--- src/sesacc_params.svh ---
`ifndef SESACC_PARAMS_SVH
`define SESACC_PARAMS_SVH

// bit positions shared by the event latch and the event enable register
`define SESACC_BIT_OPC      0
`define SESACC_BIT_QYE      2
`define SESACC_BIT_DDE      3
`define SESACC_BIT_EXE      4
`define SESACC_BIT_CME      5
`define SESACC_BIT_PON      7

// reset values
`define SESACC_ESE_RESET    8'h00
// power-on event is latched by the reset itself
`define SESACC_ESR_RESET    8'h80

// identification stream layout (byte indices)
`define SESACC_IDN_LEN      6'h22
`define SESACC_IDN_LAST     6'h21
`define SESACC_IDN_D5_IDX   6'h0d
`define SESACC_IDN_SLASH    6'h1c

// defaults in tenths: 400.0, 120.0, 240.0
`define SESACC_FREQ_DFLT    16'h0fa0
`define SESACC_PHB_DFLT     16'h04b0
`define SESACC_PHC_DFLT     16'h0960

`endif

--- src/sesacc_pkg.sv ---
`default_nettype none
package sesacc_pkg;

    typedef enum logic [3:0] {
        SESACC_CMD_NOP   = 4'h0,
        SESACC_CMD_ESE_W = 4'h1,
        SESACC_CMD_ESE_Q = 4'h2,
        SESACC_CMD_ESR_Q = 4'h3,
        SESACC_CMD_IDN_Q = 4'h4,
        SESACC_CMD_OPC   = 4'h5,
        SESACC_CMD_OPC_Q = 4'h6,
        SESACC_CMD_RST   = 4'h7,
        SESACC_CMD_CLS   = 4'h8
    } sesacc_cmd_t;

    typedef enum logic [3:0] {
        SESACC_ST_IDLE  = 4'b0001,
        SESACC_ST_OPCW  = 4'b0010,
        SESACC_ST_OPCQW = 4'b0100,
        SESACC_ST_IDN   = 4'b1000
    } sesacc_state_t;

endpackage

`default_nettype wire

--- src/sesacc_core.sv ---
`include "sesacc_params.svh"
`timescale 1ns/1ps
`default_nettype none

module sesacc_core #(
    // arbitrary neutral identity values
    parameter logic [63:0] MAKER_NAME  = "ACME LAB",
    parameter logic [31:0] MODEL_STEM  = "ACS-",
    parameter logic [39:0] MODEL_TAIL  = "010.1",
    parameter logic [7:0]  SERIAL_CHAR = "0"
) (
    input  wire logic        CLK,
    input  wire logic        RESETN,
    input  wire logic        CMD_VALID,
    input  wire logic [3:0]  CMD_CODE,
    input  wire logic [7:0]  CMD_ARG,
    output var  logic        CMD_READY,
    input  wire logic        OP_BUSY,
    input  wire logic        EVT_CME,
    input  wire logic        EVT_EXE,
    input  wire logic        EVT_DDE,
    input  wire logic        EVT_QYE,
    input  wire logic        CFG_PHASE_PROG,
    input  wire logic        CFG_POWER_READ,
    input  wire logic        CFG_DUAL_RANGE,
    input  wire logic [15:0] MAIN_REV_BCD,
    input  wire logic [15:0] BUS_REV_BCD,
    output var  logic        RSP_VALID,
    output var  logic [7:0]  RSP_DATA,
    output var  logic        RSP_LAST,
    output var  logic        EVENT_SUMMARY,
    output var  logic        STATUS_CLEAR,
    output var  logic        ENABLES_CLEAR,
    output var  logic        DFLT_LOAD,
    output var  logic        OUT_ON,
    output var  logic        RANGE_HIGH,
    output var  logic [15:0] FREQ_X10,
    output var  logic [15:0] PHASE_B_X10,
    output var  logic [15:0] PHASE_C_X10
);

    function automatic logic [7:0] ascii_digit(input logic [3:0] d);
        ascii_digit = {4'h3, d};
    endfunction

    sesacc_pkg::sesacc_state_t st_r, st_nxt;
    logic [7:0] ese_r, ese_nxt;
    logic [7:0] esr_r, esr_nxt;
    logic       esb_r;
    logic [5:0] idx_r, idx_nxt;
    logic [7:0] idn_char;
    logic       rsp_valid_nxt, rsp_last_nxt;
    logic [7:0] rsp_data_nxt;

    wire acc      = CMD_VALID && CMD_READY;
    wire is_ese_w = acc && (CMD_CODE == sesacc_pkg::SESACC_CMD_ESE_W);
    wire is_ese_q = acc && (CMD_CODE == sesacc_pkg::SESACC_CMD_ESE_Q);
    wire is_esr_q = acc && (CMD_CODE == sesacc_pkg::SESACC_CMD_ESR_Q);
    wire is_idn_q = acc && (CMD_CODE == sesacc_pkg::SESACC_CMD_IDN_Q);
    wire is_opc   = acc && (CMD_CODE == sesacc_pkg::SESACC_CMD_OPC);
    wire is_opc_q = acc && (CMD_CODE == sesacc_pkg::SESACC_CMD_OPC_Q);
    wire is_rst   = acc && (CMD_CODE == sesacc_pkg::SESACC_CMD_RST);
    wire is_cls   = acc && (CMD_CODE == sesacc_pkg::SESACC_CMD_CLS);

    wire opc_done  = (st_r == sesacc_pkg::SESACC_ST_OPCW) && !OP_BUSY;
    wire opcq_done = (st_r == sesacc_pkg::SESACC_ST_OPCQW) && !OP_BUSY;
    wire idn_end   = (st_r == sesacc_pkg::SESACC_ST_IDN) && (idx_r == `SESACC_IDN_LAST);

    // only documented bits can be set
    wire [7:0] evt_set = (8'(EVT_CME) << `SESACC_BIT_CME) | (8'(EVT_EXE) << `SESACC_BIT_EXE)
                       | (8'(EVT_DDE) << `SESACC_BIT_DDE) | (8'(EVT_QYE) << `SESACC_BIT_QYE)
                       | (8'(opc_done) << `SESACC_BIT_OPC);

    // read clears, but a same-cycle event survives
    // reset command does not touch the latch
    assign esr_nxt = ((is_esr_q || is_cls) ? 8'h00 : esr_r) | evt_set;

    // enable written whole, cleared by reset command
    assign ese_nxt = is_rst ? `SESACC_ESE_RESET : (is_ese_w ? CMD_ARG : ese_r);

    // serial execution: wait states hold off new commands
    always_comb begin
        case (st_r)
            sesacc_pkg::SESACC_ST_IDLE: begin
                if (is_opc)
                    st_nxt = sesacc_pkg::SESACC_ST_OPCW;
                else if (is_opc_q)
                    st_nxt = sesacc_pkg::SESACC_ST_OPCQW;
                else if (is_idn_q)
                    st_nxt = sesacc_pkg::SESACC_ST_IDN;
                else
                    st_nxt = sesacc_pkg::SESACC_ST_IDLE;
            end
            sesacc_pkg::SESACC_ST_OPCW:  st_nxt = OP_BUSY ? st_r : sesacc_pkg::SESACC_ST_IDLE;
            sesacc_pkg::SESACC_ST_OPCQW: st_nxt = OP_BUSY ? st_r : sesacc_pkg::SESACC_ST_IDLE;
            sesacc_pkg::SESACC_ST_IDN:   st_nxt = idn_end ? sesacc_pkg::SESACC_ST_IDLE : st_r;
            default:                     st_nxt = sesacc_pkg::SESACC_ST_IDLE;
        endcase
    end

    assign idx_nxt = (st_r == sesacc_pkg::SESACC_ST_IDN && !idn_end) ? idx_r + 6'h01 : 6'h00;

    // maker , model , serial , revision
    // configuration digits after the model stem
    always_comb begin
        case (idx_r)
            6'h00: idn_char = MAKER_NAME[63:56];
            6'h01: idn_char = MAKER_NAME[55:48];
            6'h02: idn_char = MAKER_NAME[47:40];
            6'h03: idn_char = MAKER_NAME[39:32];
            6'h04: idn_char = MAKER_NAME[31:24];
            6'h05: idn_char = MAKER_NAME[23:16];
            6'h06: idn_char = MAKER_NAME[15:8];
            6'h07: idn_char = MAKER_NAME[7:0];
            6'h09: idn_char = MODEL_STEM[31:24];
            6'h0a: idn_char = MODEL_STEM[23:16];
            6'h0b: idn_char = MODEL_STEM[15:8];
            6'h0c: idn_char = MODEL_STEM[7:0];
            6'h0d: idn_char = ascii_digit({2'h0, CFG_POWER_READ, CFG_PHASE_PROG});
            6'h0e: idn_char = ascii_digit({3'h0, CFG_DUAL_RANGE});
            6'h0f: idn_char = MODEL_TAIL[39:32];
            6'h10: idn_char = MODEL_TAIL[31:24];
            6'h11: idn_char = MODEL_TAIL[23:16];
            6'h12: idn_char = MODEL_TAIL[15:8];
            6'h13: idn_char = MODEL_TAIL[7:0];
            6'h15: idn_char = SERIAL_CHAR;
            6'h17: idn_char = ascii_digit(MAIN_REV_BCD[15:12]);
            6'h18: idn_char = ascii_digit(MAIN_REV_BCD[11:8]);
            6'h19: idn_char = 8'h2e;
            6'h1a: idn_char = ascii_digit(MAIN_REV_BCD[7:4]);
            6'h1b: idn_char = ascii_digit(MAIN_REV_BCD[3:0]);
            6'h1c: idn_char = 8'h2f;
            6'h1d: idn_char = ascii_digit(BUS_REV_BCD[15:12]);
            6'h1e: idn_char = ascii_digit(BUS_REV_BCD[11:8]);
            6'h1f: idn_char = 8'h2e;
            6'h20: idn_char = ascii_digit(BUS_REV_BCD[7:4]);
            6'h21: idn_char = ascii_digit(BUS_REV_BCD[3:0]);
            6'h08, 6'h14, 6'h16: idn_char = 8'h2c;
            default: idn_char = 8'h00;
        endcase
    end

    // numeric answers are one byte; the identification is a byte stream
    // query answers one and does not set the latch
    assign rsp_valid_nxt = is_ese_q || is_esr_q || opcq_done || (st_r == sesacc_pkg::SESACC_ST_IDN);
    assign rsp_last_nxt  = is_ese_q || is_esr_q || opcq_done || idn_end;
    assign rsp_data_nxt  = is_ese_q ? ese_r :
                           is_esr_q ? esr_r :
                           opcq_done ? 8'h01 :
                           (st_r == sesacc_pkg::SESACC_ST_IDN) ? idn_char : 8'h00;

    always_ff @(posedge CLK or negedge RESETN) begin
        if (!RESETN) begin
            st_r  <= sesacc_pkg::SESACC_ST_IDLE;
            ese_r <= `SESACC_ESE_RESET;
            esr_r <= `SESACC_ESR_RESET;
            idx_r <= 6'h00;
        end else begin
            st_r  <= st_nxt;
            ese_r <= ese_nxt;
            esr_r <= esr_nxt;
            idx_r <= idx_nxt;
        end
    end

    // summary from next latch and enable values
    always_ff @(posedge CLK or negedge RESETN) begin
        if (!RESETN) begin
            esb_r <= 1'b0;
        end else begin
            esb_r <= |(esr_nxt & ese_nxt);
        end
    end
    assign EVENT_SUMMARY = esb_r;

    always_ff @(posedge CLK or negedge RESETN) begin
        if (!RESETN) begin
            CMD_READY <= 1'b1;
            RSP_VALID <= 1'b0;
            RSP_LAST  <= 1'b0;
            RSP_DATA  <= 8'h00;
        end else begin
            CMD_READY <= (st_nxt == sesacc_pkg::SESACC_ST_IDLE);
            RSP_VALID <= rsp_valid_nxt;
            RSP_LAST  <= rsp_last_nxt;
            RSP_DATA  <= rsp_data_nxt;
        end
    end

    // factory defaults on the reset command
    // status byte and amplifier latch cleared outside
    always_ff @(posedge CLK or negedge RESETN) begin
        if (!RESETN) begin
            STATUS_CLEAR  <= 1'b0;
            ENABLES_CLEAR <= 1'b0;
            DFLT_LOAD     <= 1'b0;
            OUT_ON        <= 1'b0;
            RANGE_HIGH    <= 1'b0;
            FREQ_X10      <= `SESACC_FREQ_DFLT;
            PHASE_B_X10   <= `SESACC_PHB_DFLT;
            PHASE_C_X10   <= `SESACC_PHC_DFLT;
        end else begin
            STATUS_CLEAR  <= is_cls;
            ENABLES_CLEAR <= is_rst;
            DFLT_LOAD     <= is_rst;
            if (is_rst) begin
                OUT_ON      <= 1'b0;
                RANGE_HIGH  <= 1'b0;
                FREQ_X10    <= `SESACC_FREQ_DFLT;
                PHASE_B_X10 <= `SESACC_PHB_DFLT;
                PHASE_C_X10 <= `SESACC_PHC_DFLT;
            end
        end
    end

    wire no_evt = !(EVT_CME || EVT_EXE || EVT_DDE || EVT_QYE);
endmodule // sesacc_core

`default_nettype wire

--- config.mk ---
export PLATFORM = sky130hd
export DESIGN_NAME = sesacc_core
export DESIGN_NICKNAME = d
export VERILOG_FILES = /design/src/sesacc_pkg.sv /design/src/sesacc_core.sv
export VERILOG_INCLUDE_DIRS = /design/src /design/src/src
export SDC_FILE = /design/constraint.sdc
export NUM_CORES = 1
export LEC_CHECK = 0
export BUFFER_PORTS_ARGS = -buffer_cell sky130_fd_sc_hd__buf_2
export CELL_PAD_IN_SITES_DETAIL_PLACEMENT = 1
export CELL_PAD_IN_SITES_GLOBAL_PLACEMENT = 1
export CORE_UTILIZATION = 32
export DETAILED_ROUTE_END_ITERATION = 12
export PLACE_DENSITY = 0.83
export SETUP_SLACK_MARGIN = 0.1
export SLEW_MARGIN = 20
export SYNTH_ARGS = -nofsm -noshare
export SYNTH_HDL_FRONTEND = slang
export SYNTH_SLANG_ARGS = --single-unit
--- constraint.sdc ---
create_clock -name CLK -period 1.7 [get_ports CLK]
set_input_delay 0.425 -clock CLK [delete_from_list [all_inputs] [get_ports CLK]]
set_output_delay 0.425 -clock CLK [all_outputs]
set_load 0.02 [all_outputs]
==> reports/metrics.cfg <==
[status]
status = finished, violations left
violations = DRC, setup timing

[sta]
hold_viol = 0
worst-slew-pin-transition_ns = 0.523
fin_ws_ns = -0.231
fin_skew_ns = 0.0139
fmax_ghz = 0.518
drv_slew = 0
slew_headroom = 0.651
period_share = 1.14
grt_setup_unrepaired = yes
finalCriticalPeriod_ns = 1.93
setup_violations = 6

[grt]
grt_usage = 0.240
grt_pass1_vias = 3363
grt_max_degree = 41
antenna_found_initial = 0
overflow = 0
grt_pass1_wl_um = 17900

[synth]
ys_seq_area_frac = 0.341
ys_seq_elements = 40
synth_cells = 332
yosysMostFrequentCell = buf_4
async_flop_share = 1.00
yosysTopAreaCell = dfrtp_1
synth_edf_count = 0
ys_warn_count = 0
synth_area_mm2 = 0.00295
ys.flop_type = dfrtp_1
syn_avg_cell_area_um2 = 8.88
synth_area_leaders = dfrtp_1 (31%), buf_4 (14%), a22oi_1 (3.8%)
synthDistinctLibCells = 62
synth_top_area_frac = 0.314
synthTopCellsByCount = buf_4 (55), dfrtp_1 (37), o21ai_0 (22)

[clocking]
cts-root-buf = clkbuf_8
clockBufferDepth = 2
cts_hold_buffers = 0
clk_pin_slew_worst_paths_ns = 0.08
cts_tree = built
cts_max_level = 2
clock_sinks = 40
cts_buffers = 5
worstSkewPairLatency_ns = 0.31

[hold_path]
hold_path_class = in -> async

[floorplanning]
fp.dieArea_mm2 = 0.00960
die_y_um = 98.0
die_w_um = 98.0
ioPinCount = 120
core_area_mm2 = 0.00881
initial_utilization = 0.335
rows = 34

[place]
io_buffers = 69
dp_worst_setup_slack_ns = -0.318
routabilityCongestion = 0.914
hpwl_um = 7960

[setup_path]
r2r-start = idx_r[0]
cp-start-kind = flop
reg2reg_depth = 7
startpoint = idx_r[0]
cp-endpoint = RSP_DATA[5]
required_ns = 1.91
slowest_stage = or4b_4
worstReg2RegEnd = RSP_DATA[5]
critPathBufInv = 1
cp.arrival_ns = 2.14
cp_slowest_stage_delay_ns = 0.54
crit_type = reg -> reg
rrSetupSlack_ns = -0.23
cp.depth = 7
critical-path-top-delay-family = simple AND/OR/NAND/NOR gates
cp-end-kind = flop
critPathMaxFanout = 5
crit_chain = inv_4 -> ha_4 -> nor2_4 -> or4b_4 -> a21oi_4 -> nor3_2 -> a41oi_2

[pwr]
power.density_mw_per_mm2 = 501
power_leakage_nw = 1.98
finalPower_w = 0.00216
ir_worst_vdd_mv = 0.392

[finish]
drive_above_1_share = 0.502
fillers = 1043
area_delta_synth_final_pct = 46.5
n_antenna_cell = 0
fin_nets = 534

[drt]
ant_nets = 0
drc_errors = 5
wirelength_um = 12000
drt_iter0_drc = 104
vias_per_cell = 5.38
via_count = 3139
firstDrtPassIters = 8
wl_per_cell_um = 20.5

[run]
drv_cap = 0

## sequential cells by signal, summed over array words and instances (netlist names)
signal and cells:
EVENT_SUMMARY 1, RSP_LAST 1, CMD_READY 1, esr_r 8, RSP_DATA 8, DFLT_LOAD 1, RSP_VALID 1, STATUS_CLEAR 1
ese_r 8, idx_r 6, st_r 4
## kinds of logic after synthesis
| logic type | after synthesis | share of synthesized area |
|---|---|---|
| simple gates | 114 | 0.234 |
| compound gates | 91 | 0.216 |
| buf+inv | 76 | 0.174 |
| flops | 40 | 0.341 |
| fa+ha+maj | 4 | 0.0170 |
| xor+xnor | 4 | 0.0119 |
| other cells | 2 | 0.00255 |
| mux | 1 | 0.00340 |
## worst min-delay path by stage
| stage | to | startpoint | slack [ns] | depth (start not counted) |
|---|---|---|---|---|
| final | st_r[2] | RESETN | 0.07 | 2 |
| after global routing | st_r[2] | RESETN | 0.09 | 2 |
| after CTS | ese_r[0] | RESETN | 0.09 | 2 |
| after detailed placement | st_r[2] | RESETN | 0.42 | 2 |
| after global placement | st_r[1] | RESETN | 0.42 | 2 |
| after floorplan | DFLT_LOAD | RESETN | 0.13 | 0 |
## power breakdown
group	leakage (nW)	switching [W]	internal [W]
logic	1.41	0.000269	0.000151
clock network	0.0515	0.000354	0.000371
registers	0.514	0.0000268	0.000991
total	1.98	0.000650	0.00151
## final cells by class
class | count | area (um2) | share of cell area
multi-input cells | 264 | 1980 | 0.458
clock buffers | 8 | 100 | 0.0232
flip-flops and latches | 40 | 1010 | 0.234
well taps | 108 | 135 | 0.0313
repair buffers | 158 | 1070 | 0.248
inverters | 6 | 25.0 | 0.00579
## layer usage
layer / global-route usage / share of wire / vias to the layer above
met5: 0 / 0 / -
met4: 0.120 / 0.031 / 0
met3: 0.0437 / 0.048 / 33
met2: 0.428 / 0.54 / 118
met1: 0.274 / 0.38 / 1585
li1: - / - / 1403
## what timing repair did
action                                  4_1_cts  5_1_grt
gates resized for setup                      71       30
pin swaps                                    29       20
cloned                                        0        1
endpoints found under the setup margin       20       17
buffers inserted                             17        2
## cells in the final DEF, fill, tap and decap left out, types with 4 or more instances in the layout
| master | Yosys | final |
|---|---|---|
| buf_4 | 55 | 77 |
| ha_4 | 0 | 4 |
| and2_1 | 7 | 4 |
| conb_1 | 2 | 50 |
| dfrtp_2 | 0 | 4 |
| o21ai_0 | 22 | 11 |
| a21oi_2 | 2 | 4 |
| o21ai_2 | 1 | 5 |
| clkbuf_8 | 0 | 7 |
| a21o_1 | 5 | 4 |
| a22oi_2 | 0 | 7 |
| nand2_1 | 13 | 10 |
| a21oi_1 | 16 | 12 |
| nor2_1 | 15 | 13 |
| o21ai_1 | 0 | 6 |
| a22oi_1 | 15 | 8 |
| nand3b_1 | 7 | 7 |
| and3_1 | 6 | 5 |
| inv_1 | 6 | 4 |
| nor2b_1 | 8 | 8 |
| dfrtp_1 | 37 | 33 |
| nand3_1 | 19 | 18 |
| buf_2 | 6 | 70 |
| nand4_1 | 4 | 4 |
| buf_6 | 2 | 9 |
| and4_1 | 4 | 4 |
## through the flow
step | setup TNS (ns) | instance area (um2) | instances | hold WS, ns | utilization
after global placement | -1.55 | 3670 | 557 | 0.417 | 0.417
after global routing | -1.60 | 4320 | 584 | 0.0869 | 0.490
after CTS | -0.536 | 4170 | 581 | 0.0897 | 0.474
final | -1.09 | 4320 | 584 | 0.0727 | 0.490
after floorplan | -0.0653 | 3140 | 380 | 0.129 | -
after detailed placement | -2.39 | 3670 | 557 | 0.417 | 0.417
Note: power is estimated with default switching activity, not from simulation.
